## src/verilog/sscf_defs.svh

```systemverilog
`ifndef SSCF_DEFS_SVH
`define SSCF_DEFS_SVH

// Register byte offsets
`define SSCF_A_CTRL 8'h00
`define SSCF_A_CDIV 8'h04
`define SSCF_A_RCLK 8'h10
`define SSCF_A_RFRM 8'h14
`define SSCF_A_TCLK 8'h18
`define SSCF_A_TFRM 8'h1C
`define SSCF_A_RHLD 8'h20
`define SSCF_A_THLD 8'h24
`define SSCF_A_RSYN 8'h30
`define SSCF_A_TSYN 8'h34
`define SSCF_A_CMP0 8'h38
`define SSCF_A_CMP1 8'h3C
`define SSCF_A_STAT 8'h40
`define SSCF_A_IEN 8'h44
`define SSCF_A_IDIS 8'h48
`define SSCF_A_IMSK 8'h4C

// Control command bits
`define SSCF_C_SOFT_RESET_CMD 15
`define SSCF_C_TX_DISABLE_CMD 9
`define SSCF_C_TX_ENABLE_CMD 8
`define SSCF_C_RX_DISABLE_CMD 1
`define SSCF_C_RX_ENABLE_CMD 0

// Clock and frame configuration fields
`define SSCF_F_DIV 11:0
`define SSCF_F_CKS 1:0
`define SSCF_F_START 11:8
`define SSCF_F_DLY 23:16
`define SSCF_F_WL 4:0
`define SSCF_F_LVL 5
`define SSCF_F_MSB_FIRST_SEL 7
`define SSCF_F_WPF 11:8
`define SSCF_F_SYNC_LENGTH 20:16
`define SSCF_F_SYNC_DATA_SEND_EN 23

// Status bits
`define SSCF_S_TX_READY_FLAG 0
`define SSCF_S_TXEMP 1
`define SSCF_S_RXRDY 4
`define SSCF_S_OVR 5
`define SSCF_S_TXON 16
`define SSCF_S_RXON 17
`define SSCF_S_FIXED 32'h0000_00CC
`define SSCF_S_EVENTS 32'h0000_0033

// Start selections and clock selections
`define SSCF_ST_CONT 4'h0
`define SSCF_ST_TX 4'h1
`define SSCF_ST_LOW 4'h2
`define SSCF_ST_HIGH 4'h3
`define SSCF_ST_FALL 4'h4
`define SSCF_ST_RISE 4'h5
`define SSCF_ST_CHG 4'h6
`define SSCF_ST_EDGE 4'h7
`define SSCF_ST_CMP0 4'h8
`define SSCF_CKS_PIN 2'h2

`endif

```

## src/verilog/sscf_pkg.sv

```systemverilog
`include "sscf_defs.svh"

package sscf_pkg;

   typedef enum logic [1:0] {
      SSCF_IDLE = 2'b00,
      SSCF_SYNC = 2'b01,
      SSCF_DLY = 2'b10,
      SSCF_DATA = 2'b11
   } sscf_state_t;

   typedef struct packed {
      logic [4:0] wl;
      logic [3:0] wpf;
      logic msb_first_sel;
      logic [4:0] sync_length;
      logic lvl;
      logic sync_data_send_en;
      logic [3:0] start;
      logic [7:0] dly;
      logic [1:0] cks;
   } sscf_frame_t;

   typedef struct packed {
      logic psel;
      logic penable;
      logic pwrite;
      logic [7:0] paddr;
      logic [31:0] pwdata;
   } sscf_apb_req_t;

endpackage

```

## src/verilog/sscf_top.sv

```systemverilog
// Design decision made here: the APB register port.
`timescale 1ns/10ps
`default_nettype none
`include "sscf_defs.svh"

// How it works
// - Transmitter and receiver each keep a separate clock and frame configuration.
// - Word length field gives one to thirty-two bits per word.
// - Words-per-frame field gives one to sixteen words per start event.
// - Sync length field moves up to sixteen sync bits through sync holders.
// - Start delay field inserts up to 255 bit periods before data.
// - Bit-order bit picks most or least significant bit first.
// - With sync send enabled, sync period shifts out the transmit sync holder.
// - Idle transmitter drives the data line at the idle level bit.
// - Continuous start never emits sync data; sync enable is ignored.
// - Loop mode feeds receiver data, sync and clock from the transmitter.
// - Writing ones to enable sets mask bits; to disable clears them.
// - Interrupt line rises when an unmasked status event is set.
// - Soft reset bit 15 resets the block and beats other bits.
// - Transmit disable bit 9 stops after the current word completes.
// - Transmit enable bit 8 enables unless bit 9 also written.
// - Receive disable bit 1 stops after the current word completes.
// - Receive enable bit 0 enables unless bit 1 also written.
// - Divider zero stops the bit clock, else clock divided by twice it.
// - Receive start codes 0 to 8 decoded, higher codes never start.
// - Ready flag when holder moves to shifter, empty when both empty.
module sscf_top (
   input wire logic REF_CLK,
   input wire logic RESET,
   input wire sscf_pkg::sscf_apb_req_t APB_REQ,
   output logic [31:0] PRDATA,
   output logic PREADY,
   output logic PSLVERR,
   output logic IRQ,
   output logic TX_DATA,
   output logic TX_FRAME_SYNC,
   output logic TX_CLOCK,
   input wire logic RX_DATA,
   input wire logic RX_FRAME_SYNC,
   input wire logic RX_CLOCK
);
   import sscf_pkg::*;

   typedef struct packed {
      logic apb_rdy;
      logic apb_err;
      logic [31:0] prdata;
      logic irq;
      logic [11:0] div;
      logic [31:0] rclk;
      logic [31:0] rfrm;
      logic [31:0] tclk;
      logic [31:0] tfrm;
      logic [31:0] rhld;
      logic [31:0] thld;
      logic [15:0] rsyn;
      logic [15:0] tsyn;
      logic [31:0] cmp0;
      logic [31:0] cmp1;
      logic [31:0] imsk;
      logic thr_full;
      logic rx_rdy;
      logic ovr;
      logic tx_en;
      logic tx_dpend;
      logic rx_en;
      logic rx_dpend;
      logic [11:0] cdiv_cnt;
      logic sclk;
      sscf_state_t tx_st;
      logic [4:0] tx_bit;
      logic [3:0] tx_word;
      logic [7:0] tx_dly;
      logic [31:0] tx_sh;
      logic tx_data;
      logic tx_fs;
      logic tx_seen;
      logic [2:0] rd_s;
      logic [2:0] rf_s;
      logic [2:0] rc_s;
      logic rd_f;
      logic rf_f;
      logic rc_f;
      logic rc_prev;
      logic rfs_prev;
      sscf_state_t rx_st;
      logic [4:0] rx_bit;
      logic [3:0] rx_word;
      logic [7:0] rx_dly;
      logic [31:0] rx_sh;
      logic [15:0] rx_sy;
      logic [15:0] cmp_sh;
   } sscf_regs_t;

   sscf_regs_t st_ff;
   sscf_regs_t nxt_st;
   sscf_frame_t tf;
   sscf_frame_t rf;
   logic rx_loop;
   logic tick;
   logic tx_edge;
   logic int_rise;
   logic rx_edge;
   logic rx_din;
   logic rx_fsin;
   logic rx_go;
   logic tx_go;
   logic tx_cont;
   logic tx_load;
   logic rx_load;
   logic [4:0] tidx;
   logic [4:0] ridx;
   logic [31:0] rx_new;
   logic [15:0] sy_new;
   logic [15:0] cmp_new;
   logic [15:0] cmp_mask;
   logic [31:0] status;
   logic [31:0] rd_val;
   logic rd_hit;
   logic acc_done;
   logic wr_done;
   logic rd_done;
   logic [31:0] wd;

   // Field decode, each direction from its own pair of registers
   always_comb begin
      tf.wl = st_ff.tfrm[`SSCF_F_WL];
      tf.wpf = st_ff.tfrm[`SSCF_F_WPF];
      tf.msb_first_sel = st_ff.tfrm[`SSCF_F_MSB_FIRST_SEL];
      tf.sync_length = (st_ff.tfrm[`SSCF_F_SYNC_LENGTH] > 5'h10) ? 5'h10 : st_ff.tfrm[`SSCF_F_SYNC_LENGTH];
      tf.lvl = st_ff.tfrm[`SSCF_F_LVL];
      tf.sync_data_send_en = st_ff.tfrm[`SSCF_F_SYNC_DATA_SEND_EN];
      tf.start = st_ff.tclk[`SSCF_F_START];
      tf.dly = st_ff.tclk[`SSCF_F_DLY];
      tf.cks = st_ff.tclk[`SSCF_F_CKS];
      rf.wl = st_ff.rfrm[`SSCF_F_WL];
      rf.wpf = st_ff.rfrm[`SSCF_F_WPF];
      rf.msb_first_sel = st_ff.rfrm[`SSCF_F_MSB_FIRST_SEL];
      rf.sync_length = (st_ff.rfrm[`SSCF_F_SYNC_LENGTH] > 5'h10) ? 5'h10 : st_ff.rfrm[`SSCF_F_SYNC_LENGTH];
      rf.lvl = st_ff.rfrm[`SSCF_F_LVL];
      rf.sync_data_send_en = st_ff.rfrm[`SSCF_F_SYNC_DATA_SEND_EN];
      rf.start = st_ff.rclk[`SSCF_F_START];
      rf.dly = st_ff.rclk[`SSCF_F_DLY];
      rf.cks = st_ff.rclk[`SSCF_F_CKS];
   end

   always_comb begin
      nxt_st = st_ff;
      rx_loop = rf.lvl;
      tx_load = 1'b0;
      rx_load = 1'b0;
      tx_go = 1'b0;
      rx_go = 1'b0;
      wd = APB_REQ.pwdata;

      // Bit clock divider
      tick = (st_ff.div != 12'h000) && (st_ff.cdiv_cnt == st_ff.div - 12'h001);
      if (st_ff.div == 12'h000) begin
         nxt_st.cdiv_cnt = 12'h000;
         nxt_st.sclk = 1'b0;
      end else if (tick) begin
         nxt_st.cdiv_cnt = 12'h000;
         nxt_st.sclk = !st_ff.sclk;
      end else begin
         nxt_st.cdiv_cnt = st_ff.cdiv_cnt + 12'h001;
      end
      tx_edge = tick && st_ff.sclk;
      int_rise = tick && !st_ff.sclk;

      // Pin synchronisers, a change counts when stages two and three agree
      nxt_st.rd_s = {st_ff.rd_s[1:0], RX_DATA};
      nxt_st.rf_s = {st_ff.rf_s[1:0], RX_FRAME_SYNC};
      nxt_st.rc_s = {st_ff.rc_s[1:0], RX_CLOCK};
      nxt_st.rd_f = (st_ff.rd_s[1] == st_ff.rd_s[2]) ? st_ff.rd_s[2] : st_ff.rd_f;
      nxt_st.rf_f = (st_ff.rf_s[1] == st_ff.rf_s[2]) ? st_ff.rf_s[2] : st_ff.rf_f;
      nxt_st.rc_f = (st_ff.rc_s[1] == st_ff.rc_s[2]) ? st_ff.rc_s[2] : st_ff.rc_f;
      nxt_st.rc_prev = st_ff.rc_f;

      // Receiver sources
      if (rx_loop) begin
         rx_edge = int_rise;
         rx_din = st_ff.tx_data;
         rx_fsin = st_ff.tx_fs;
      end else begin
         rx_edge = (rf.cks == `SSCF_CKS_PIN) ? (st_ff.rc_f && !st_ff.rc_prev) : int_rise;
         rx_din = st_ff.rd_f;
         rx_fsin = st_ff.rf_f;
      end

      // Transmitter, data changes on the falling bit clock edge
      tx_cont = (tf.start == `SSCF_ST_CONT);
      tidx = tf.msb_first_sel ? st_ff.tx_bit : 5'(tf.wl - st_ff.tx_bit);
      if (tx_edge) begin
         case (st_ff.tx_st)
            SSCF_IDLE: begin
               nxt_st.tx_data = tf.lvl;
               nxt_st.tx_fs = 1'b0;
               if (st_ff.tx_en && st_ff.thr_full && !st_ff.tx_dpend) begin
                  tx_go = 1'b1;
                  nxt_st.tx_word = 4'h0;
                  if (!tx_cont && tf.sync_length != 5'h00) begin
                     nxt_st.tx_st = SSCF_SYNC;
                     nxt_st.tx_bit = tf.sync_length - 5'h01;
                  end else if (tf.dly != 8'h00) begin
                     nxt_st.tx_st = SSCF_DLY;
                     nxt_st.tx_dly = tf.dly;
                  end else begin
                     tx_load = 1'b1;
                  end
               end
            end
            SSCF_SYNC: begin
               nxt_st.tx_fs = 1'b1;
               nxt_st.tx_data = tf.sync_data_send_en ? st_ff.tsyn[st_ff.tx_bit[3:0]] : tf.lvl;
               if (st_ff.tx_bit != 5'h00) begin
                  nxt_st.tx_bit = st_ff.tx_bit - 5'h01;
               end else if (tf.dly != 8'h00) begin
                  nxt_st.tx_st = SSCF_DLY;
                  nxt_st.tx_dly = tf.dly;
               end else begin
                  tx_load = 1'b1;
               end
            end
            SSCF_DLY: begin
               nxt_st.tx_fs = 1'b0;
               nxt_st.tx_data = tf.lvl;
               nxt_st.tx_dly = st_ff.tx_dly - 8'h01;
               if (st_ff.tx_dly <= 8'h01) begin
                  tx_load = 1'b1;
               end
            end
            SSCF_DATA: begin
               nxt_st.tx_fs = 1'b0;
               nxt_st.tx_data = st_ff.tx_sh[tidx];
               if (st_ff.tx_bit != 5'h00) begin
                  nxt_st.tx_bit = st_ff.tx_bit - 5'h01;
               end else if (st_ff.tx_dpend) begin
                  nxt_st.tx_en = 1'b0;
                  nxt_st.tx_dpend = 1'b0;
                  nxt_st.tx_st = SSCF_IDLE;
               end else if ((tx_cont || st_ff.tx_word != tf.wpf) && st_ff.thr_full) begin
                  tx_load = 1'b1;
                  nxt_st.tx_word = st_ff.tx_word + 4'h1;
               end else begin
                  nxt_st.tx_st = SSCF_IDLE;
               end
            end
            default: nxt_st.tx_st = SSCF_IDLE;
         endcase
      end
      if (st_ff.tx_st == SSCF_IDLE && st_ff.tx_dpend) begin
         nxt_st.tx_en = 1'b0;
         nxt_st.tx_dpend = 1'b0;
      end
      if (tx_load) begin
         nxt_st.tx_sh = st_ff.thld;
         nxt_st.thr_full = 1'b0;
         nxt_st.tx_bit = tf.wl;
         nxt_st.tx_st = SSCF_DATA;
      end

      // Receiver, samples on the rising bit clock edge
      ridx = rf.msb_first_sel ? st_ff.rx_bit : 5'(rf.wl - st_ff.rx_bit);
      rx_new = st_ff.rx_sh;
      rx_new[ridx] = rx_din;
      sy_new = st_ff.rx_sy;
      sy_new[st_ff.rx_bit[3:0]] = rx_din;
      cmp_new = {st_ff.cmp_sh[14:0], rx_din};
      cmp_mask = 16'((17'h0_0001 << rf.sync_length) - 17'h0_0001);
      if (tx_go) begin
         nxt_st.tx_seen = 1'b1;
      end else if (rx_edge) begin
         nxt_st.tx_seen = 1'b0;
      end
      if (rx_edge) begin
         nxt_st.rfs_prev = rx_fsin;
         nxt_st.cmp_sh = cmp_new;
         case (st_ff.rx_st)
            SSCF_IDLE: begin
               if (st_ff.rx_en && !st_ff.rx_dpend) begin
                  case (rf.start)
                     `SSCF_ST_CONT: rx_go = 1'b1;
                     `SSCF_ST_TX: rx_go = st_ff.tx_seen;
                     `SSCF_ST_LOW: rx_go = !rx_fsin;
                     `SSCF_ST_HIGH: rx_go = rx_fsin;
                     `SSCF_ST_FALL: rx_go = st_ff.rfs_prev && !rx_fsin;
                     `SSCF_ST_RISE: rx_go = !st_ff.rfs_prev && rx_fsin;
                     `SSCF_ST_CHG: rx_go = st_ff.rfs_prev != rx_fsin;
                     `SSCF_ST_EDGE: rx_go = st_ff.rfs_prev != rx_fsin;
                     `SSCF_ST_CMP0: begin
                        rx_go = (rf.sync_length != 5'h00) &&
                           (((cmp_new ^ st_ff.cmp0[15:0]) & cmp_mask) == 16'h0000);
                     end
                     default: rx_go = 1'b0;
                  endcase
               end
               if (rx_go) begin
                  nxt_st.rx_word = 4'h0;
                  nxt_st.rx_sy = 16'h0000;
                  if (rf.start != `SSCF_ST_CONT && rf.start != `SSCF_ST_CMP0 &&
                      rf.sync_length != 5'h00) begin
                     nxt_st.rx_st = SSCF_SYNC;
                     nxt_st.rx_bit = rf.sync_length - 5'h01;
                  end else if (rf.dly != 8'h00) begin
                     nxt_st.rx_st = SSCF_DLY;
                     nxt_st.rx_dly = rf.dly;
                  end else begin
                     rx_load = 1'b1;
                  end
               end
            end
            SSCF_SYNC: begin
               nxt_st.rx_sy = sy_new;
               if (st_ff.rx_bit != 5'h00) begin
                  nxt_st.rx_bit = st_ff.rx_bit - 5'h01;
               end else begin
                  nxt_st.rsyn = sy_new;
                  if (rf.dly != 8'h00) begin
                     nxt_st.rx_st = SSCF_DLY;
                     nxt_st.rx_dly = rf.dly;
                  end else begin
                     rx_load = 1'b1;
                  end
               end
            end
            SSCF_DLY: begin
               nxt_st.rx_dly = st_ff.rx_dly - 8'h01;
               if (st_ff.rx_dly <= 8'h01) begin
                  rx_load = 1'b1;
               end
            end
            SSCF_DATA: begin
               nxt_st.rx_sh = rx_new;
               if (st_ff.rx_bit != 5'h00) begin
                  nxt_st.rx_bit = st_ff.rx_bit - 5'h01;
               end else begin
                  nxt_st.rhld = rx_new;
                  nxt_st.rx_rdy = 1'b1;
                  if (st_ff.rx_rdy) begin
                     nxt_st.ovr = 1'b1;
                  end
                  if (st_ff.rx_dpend) begin
                     nxt_st.rx_en = 1'b0;
                     nxt_st.rx_dpend = 1'b0;
                     nxt_st.rx_st = SSCF_IDLE;
                  end else if (rf.start == `SSCF_ST_CONT || st_ff.rx_word != rf.wpf) begin
                     rx_load = 1'b1;
                     nxt_st.rx_word = st_ff.rx_word + 4'h1;
                  end else begin
                     nxt_st.rx_st = SSCF_IDLE;
                  end
               end
            end
            default: nxt_st.rx_st = SSCF_IDLE;
         endcase
      end
      if (st_ff.rx_st == SSCF_IDLE && st_ff.rx_dpend) begin
         nxt_st.rx_en = 1'b0;
         nxt_st.rx_dpend = 1'b0;
      end
      if (rx_load) begin
         nxt_st.rx_sh = 32'h0000_0000;
         nxt_st.rx_bit = rf.wl;
         nxt_st.rx_st = SSCF_DATA;
      end

      // Status word and register read
      status = `SSCF_S_FIXED;
      status[`SSCF_S_TX_READY_FLAG] = st_ff.tx_en && !st_ff.thr_full;
      status[`SSCF_S_TXEMP] = st_ff.tx_en && !st_ff.thr_full && st_ff.tx_st == SSCF_IDLE;
      status[`SSCF_S_RXRDY] = st_ff.rx_rdy;
      status[`SSCF_S_OVR] = st_ff.ovr;
      status[`SSCF_S_TXON] = st_ff.tx_en;
      status[`SSCF_S_RXON] = st_ff.rx_en;
      rd_hit = 1'b1;
      case (APB_REQ.paddr)
         `SSCF_A_CTRL: rd_val = 32'h0000_0000;
         `SSCF_A_CDIV: rd_val = {20'h0_0000, st_ff.div};
         `SSCF_A_RCLK: rd_val = st_ff.rclk;
         `SSCF_A_RFRM: rd_val = st_ff.rfrm;
         `SSCF_A_TCLK: rd_val = st_ff.tclk;
         `SSCF_A_TFRM: rd_val = st_ff.tfrm;
         `SSCF_A_RHLD: rd_val = st_ff.rhld;
         `SSCF_A_THLD: rd_val = 32'h0000_0000;
         `SSCF_A_RSYN: rd_val = {16'h0000, st_ff.rsyn};
         `SSCF_A_TSYN: rd_val = {16'h0000, st_ff.tsyn};
         `SSCF_A_CMP0: rd_val = st_ff.cmp0;
         `SSCF_A_CMP1: rd_val = st_ff.cmp1;
         `SSCF_A_STAT: rd_val = status;
         `SSCF_A_IEN: rd_val = 32'h0000_0000;
         `SSCF_A_IDIS: rd_val = 32'h0000_0000;
         `SSCF_A_IMSK: rd_val = st_ff.imsk;
         default: begin
            rd_val = 32'h0000_0000;
            rd_hit = 1'b0;
         end
      endcase

      // APB slave, one wait state then completion
      acc_done = APB_REQ.psel && APB_REQ.penable && st_ff.apb_rdy;
      wr_done = acc_done && APB_REQ.pwrite && !st_ff.apb_err;
      rd_done = acc_done && !APB_REQ.pwrite && !st_ff.apb_err;
      if (APB_REQ.psel && APB_REQ.penable && !st_ff.apb_rdy) begin
         nxt_st.apb_rdy = 1'b1;
         nxt_st.apb_err = !rd_hit;
         nxt_st.prdata = APB_REQ.pwrite ? 32'h0000_0000 : rd_val;
      end else begin
         nxt_st.apb_rdy = 1'b0;
         nxt_st.apb_err = 1'b0;
      end
      if (rd_done && APB_REQ.paddr == `SSCF_A_RHLD && !(rx_edge && nxt_st.rx_rdy && !st_ff.rx_rdy)) begin
         nxt_st.rx_rdy = nxt_st.rx_rdy && (rx_edge && st_ff.rx_st == SSCF_DATA &&
            st_ff.rx_bit == 5'h00);
      end
      if (rd_done && APB_REQ.paddr == `SSCF_A_STAT) begin
         nxt_st.ovr = rx_edge && st_ff.rx_st == SSCF_DATA && st_ff.rx_bit == 5'h00 &&
            st_ff.rx_rdy;
      end
      if (wr_done) begin
         case (APB_REQ.paddr)
            `SSCF_A_CTRL: begin
               if (wd[`SSCF_C_TX_DISABLE_CMD]) begin
                  nxt_st.tx_dpend = st_ff.tx_en;
               end else if (wd[`SSCF_C_TX_ENABLE_CMD]) begin
                  nxt_st.tx_en = 1'b1;
                  nxt_st.tx_dpend = 1'b0;
               end
               if (wd[`SSCF_C_RX_DISABLE_CMD]) begin
                  nxt_st.rx_dpend = st_ff.rx_en;
               end else if (wd[`SSCF_C_RX_ENABLE_CMD]) begin
                  nxt_st.rx_en = 1'b1;
                  nxt_st.rx_dpend = 1'b0;
               end
            end
            `SSCF_A_CDIV: nxt_st.div = wd[`SSCF_F_DIV];
            `SSCF_A_RCLK: nxt_st.rclk = wd;
            `SSCF_A_RFRM: nxt_st.rfrm = wd;
            `SSCF_A_TCLK: nxt_st.tclk = wd;
            `SSCF_A_TFRM: nxt_st.tfrm = wd;
            `SSCF_A_THLD: begin
               nxt_st.thld = wd;
               nxt_st.thr_full = 1'b1;
            end
            `SSCF_A_TSYN: nxt_st.tsyn = wd[15:0];
            `SSCF_A_CMP0: nxt_st.cmp0 = wd;
            `SSCF_A_CMP1: nxt_st.cmp1 = wd;
            `SSCF_A_IEN: nxt_st.imsk = st_ff.imsk | (wd & `SSCF_S_EVENTS);
            `SSCF_A_IDIS: nxt_st.imsk = st_ff.imsk & ~wd;
            default: nxt_st.imsk = nxt_st.imsk;
         endcase
      end

      nxt_st.irq = |(status & st_ff.imsk & `SSCF_S_EVENTS);

      // Soft reset clears everything, the bus ready flag included
      if (wr_done && APB_REQ.paddr == `SSCF_A_CTRL && wd[`SSCF_C_SOFT_RESET_CMD]) begin
         nxt_st = '0;
         nxt_st.apb_rdy = 1'b0;
      end
   end

   always_ff @(posedge REF_CLK) begin
      if (RESET) begin
         st_ff <= '0;
      end else begin
         st_ff <= nxt_st;
      end
   end

   assign PRDATA = st_ff.prdata;
   assign PREADY = st_ff.apb_rdy;
   assign PSLVERR = st_ff.apb_err;
   assign IRQ = st_ff.irq;
   assign TX_DATA = st_ff.tx_data;
   assign TX_FRAME_SYNC = st_ff.tx_fs;
   assign TX_CLOCK = st_ff.sclk;

endmodule

`default_nettype wire

```

## config.mk

```make
export PLATFORM = sky130hd
export DESIGN_NAME = sscf_top
export DESIGN_NICKNAME = d
export VERILOG_FILES = /design/src/verilog/sscf_pkg.sv /design/src/verilog/sscf_top.sv
export VERILOG_INCLUDE_DIRS = /design/src /design/src/verilog
export SDC_FILE = /design/constraint.sdc
export NUM_CORES = 1
export LEC_CHECK = 0
export ABC_AREA = 1
export BUFFER_PORTS_ARGS = -buffer_cell sky130_fd_sc_hd__buf_4
export CORE_UTILIZATION = 56
export DETAILED_ROUTE_END_ITERATION = 10
export PLACE_DENSITY = 0.76
export SLEW_MARGIN = 20
export SYNTH_ARGS = -nofsm -noshare
export SYNTH_HDL_FRONTEND = slang
export SYNTH_SLANG_ARGS = --single-unit
export TNS_END_PERCENT = 100
```

## constraint.sdc

```tcl
create_clock -name REF_CLK -period 3.3 [get_ports REF_CLK]
set_input_delay 0.825 -clock REF_CLK [delete_from_list [all_inputs] [get_ports REF_CLK]]
set_output_delay 0.825 -clock REF_CLK [all_outputs]
set_load 0.02 [all_outputs]
```

==> run summary <==
outcome - finished with violations
failing checks - negative setup slack
Synth Net Count - 3786
leading area contributor after synthesis - dfxtp_1
via count - 26300
Top FF cell, synth - dfxtp_1
Worst IR Drop VDD - 0.000429 V
Root Buffer - clkbuf_16
Post-DP HPWL - 64000 µm
Die W - 216 µm
CTS buffer count - 56
Core Area - 0.0454 mm²
FF-to-FF Start - st_ff[444]$_SDFFE_PP0P_
Hold Crit Class - reg2reg
worst-margin pin slew - 0.739 ns
FP Rows - 78
die area - 0.0468 mm²
Port Buffers - 85
synthesized area - 0.0257 mm²
Non-Filler Instances - 4396
overall routing resource usage - 38.0%
Distinct cells, synth - 58
first-pass GRT wire length - 138000 µm
hold slack - 0.408 ns
mean post-synth cell area - 6.94 µm²
yosys synthesis warning count - 0
Placed Area - 0.0273 mm²
PnR worst setup slack - -0.0155 ns
hold path cells - 2
vias in the first global route - 23500
H-Tree Depth - 2
sequential-to-total area share from yosys stat - 41.8%
CP startpoint kind - flop
CTS max path bufs - 3
CTS Sinks - 537
Max transition margin - 50.3%
# IOs - 86
reg2reg end - st_ff[27]$_SDFFE_PP0P_
final period utilization - 100%
CTS tree - done
setup TNS - -0.0281 ns
Leak Pwr - 10.8 nW
placed cell count - 4283
die height - 216 µm
Slew Viols, Final - 0
DRT Wirelength - 91300 µm
layout cells sized above 1 - 10.9%
critical path required time - 3.84 ns
Post-synth EDFFs - 0
Hold Path Sink - st_ff[95]$_SDFF_PP0_
most frequent cells in the layout - nand2_1, dfxtp_1, a21oi_1
Placer Congestion - 1.05
pin count of the biggest net entering global routing - 76
clk_lat worst skew - 0.63 ns
CP Data Arrival Time - 3.85 ns
Layout area overhead - 14.7%
Overall Power - 13.7 mW
Post-Syn Instances - 3705
Pre-antenna DRT Iters - 9
max_cap viols - 0
top cell type's share of synthesized area - 41.8%
fmax - 302 MHz
DRC - 0
initial antenna violation count - 1
worst-path fanout max - 5
post-route cell area - 0.0295 mm²
DR WL/cell - 20.8 µm
Fin. Hold Viols - 0
Initial Utilization - 56.7%
Detail Route Antenna Nets - 0
commonest non-fill, non-tap cell in the layout - nand2_1
CTS Hold Bufs - 0
ys async rst share - 0%
Layout Nets - 3831
RSZ-0062 raised after global routing - true
r2r worst-path depth - 27
Iteration-0 DRC Markers - 3583
global route total overflow - 0
reg-to-reg setup timing slack - -0.02 ns
Final min period - 3.32 ns
dominant cells by area after synthesis - dfxtp_1, nand2_1, a21oi_1
Setup CP Type - reg2reg
#FFs+latches synth - 537
Final setup viols - 3
Clock transition at path regs - 0.06 ns
CP endpoint kind - flop
Worst Min Path Start - st_ff[94]$_SDFF_PP0_
pwr dens - 464 mW/mm²
Worst Skew - 0.0236 ns
vias per inst - 5.98
## critical path, cell delays in order (launching register included)
cell and delay, ns:
dfxtp_2 0.32, nor2_2 0.12, nand3_1 0.09, nand2_1 0.10, nand2_2 0.10, inv_2 0.10
ha_4 0.14, nand4_1 0.12, ha_1 0.31, nand3b_1 0.09, nand2_1 0.05, nor2_1 0.10
nand3_1 0.08, nor2_1 0.09, nand2_1 0.06, nor2_1 0.11, nand2_1 0.09, nor2_2 0.12
nand3_2 0.10, nand2_2 0.10, nand2_2 0.08, nand2_4 0.12, nand2_4 0.06, nor2_4 0.21
buf_6 0.15, buf_6 0.09, nand2_2 0.03, a21oi_1 0.12
## power breakdown
| part | internal (mW) | leakage (nW) | switching (mW) |
|---|---|---|---|
| sequential | 6.49 | 4.32 | 0.00288 |
| clock | 4.06 | 0.953 | 2.74 |
| combinational | 0.0962 | 5.50 | 0.288 |
## stage by stage
step,util [%],setup WS [ns]
floorplan,-,0.119
global placement,60.2,-0.0635
detailed placement,60.2,-0.152
CTS,64.6,0.0289
global route,65.0,-0.299
finish,65.0,-0.0155
## layout make-up
cell class	instances	area [µm²]
antenna	1	2.50
fill	4010	15900
clock inverter	24	370
timing repair buffer	241	2050
tap	600	751
multi-input combinational	2602	12800
inverter	312	1180
clock buffer	79	1590
sequential	537	10800
## cell usage after synthesis (7+ instances only)
library cell / n
a21oi_1: 505
clkbuf_1: 178
nor3_1: 24
o21ai_0: 204
xnor2_1: 12
o31ai_1: 18
ha_1: 31
a211oi_1: 35
o2111ai_1: 13
nand4_1: 39
nand3_1: 133
o21ai_1: 10
dfxtp_1: 537
nand2_1: 1055
xor2_1: 27
buf_4: 36
nand3b_1: 7
buf_2: 26
o22ai_1: 19
buf_1: 9
inv_1: 300
a221oi_1: 64
a31oi_1: 8
nor4_1: 9
nor2_1: 290
a22o_1: 14
o211ai_1: 14
nor2_2: 9
clkinv_1: 7
## sequential cells by signal, indices dropped and copies added (netlist names), named ones only
signal	cells
IRQ	1
PRDATA	32
PREADY	1
PSLVERR	1
TX_CLOCK	1
TX_DATA	1
TX_FRAME_SYNC	1
cmp_new	15
rf	26
st_ff	438
## layer usage
metal / track usage (%) / wire, µm / vias up
met2: 56.5 / 38400 / 1498
li1: - / - / 12300
met5: 0 / 0 / -
met3: 7.33 / 9840 / 326
met4: 23.8 / 6470 / 0
met1: 50.5 / 36600 / 12100
## how the worst max path moves through the flow
stage / start / to / slack, ns
floorplan: st_ff[445]$_SDFFE_PP0P_ / st_ff[28]$_SDFFE_PP0P_ / 0.12
global placement: st_ff[443]$_SDFFE_PP0P_ / st_ff[61]$_SDFFE_PP0P_ / -0.06
detailed placement: st_ff[443]$_SDFFE_PP0P_ / st_ff[47]$_SDFFE_PP0P_ / -0.15
CTS: st_ff[443]$_SDFFE_PP0P_ / st_ff[78]$_SDFFE_PP0P_ / 0.03
global route: st_ff[444]$_SDFFE_PP0P_ / st_ff[28]$_SDFFE_PP0P_ / -0.30
finish: st_ff[444]$_SDFFE_PP0P_ / st_ff[27]$_SDFFE_PP0P_ / -0.02
## cell families after synthesis
family	after synthesis	share of synthesized area, %
AO/OA/AOI/OAI	922	20.3
XOR/XNOR	41	1.48
adder cells (fa/ha/maj)	33	1.66
buffers and inverters	566	9.07
flip-flops	537	41.8
multiplexers	3	0.131
AND/OR/NAND/NOR	1603	25.6
## timing repair
item / 4_1_cts / 5_1_grt
cloned: 1 / 0
pin swaps: 0 / 15
endpoints found under the hold margin: 0 / 0
gates resized for setup: 8 / 30
buffers inserted: 0 / 8
setup endpoints to repair: 55 / 95
No activity file was read; power rests on OpenSTA's default activity.
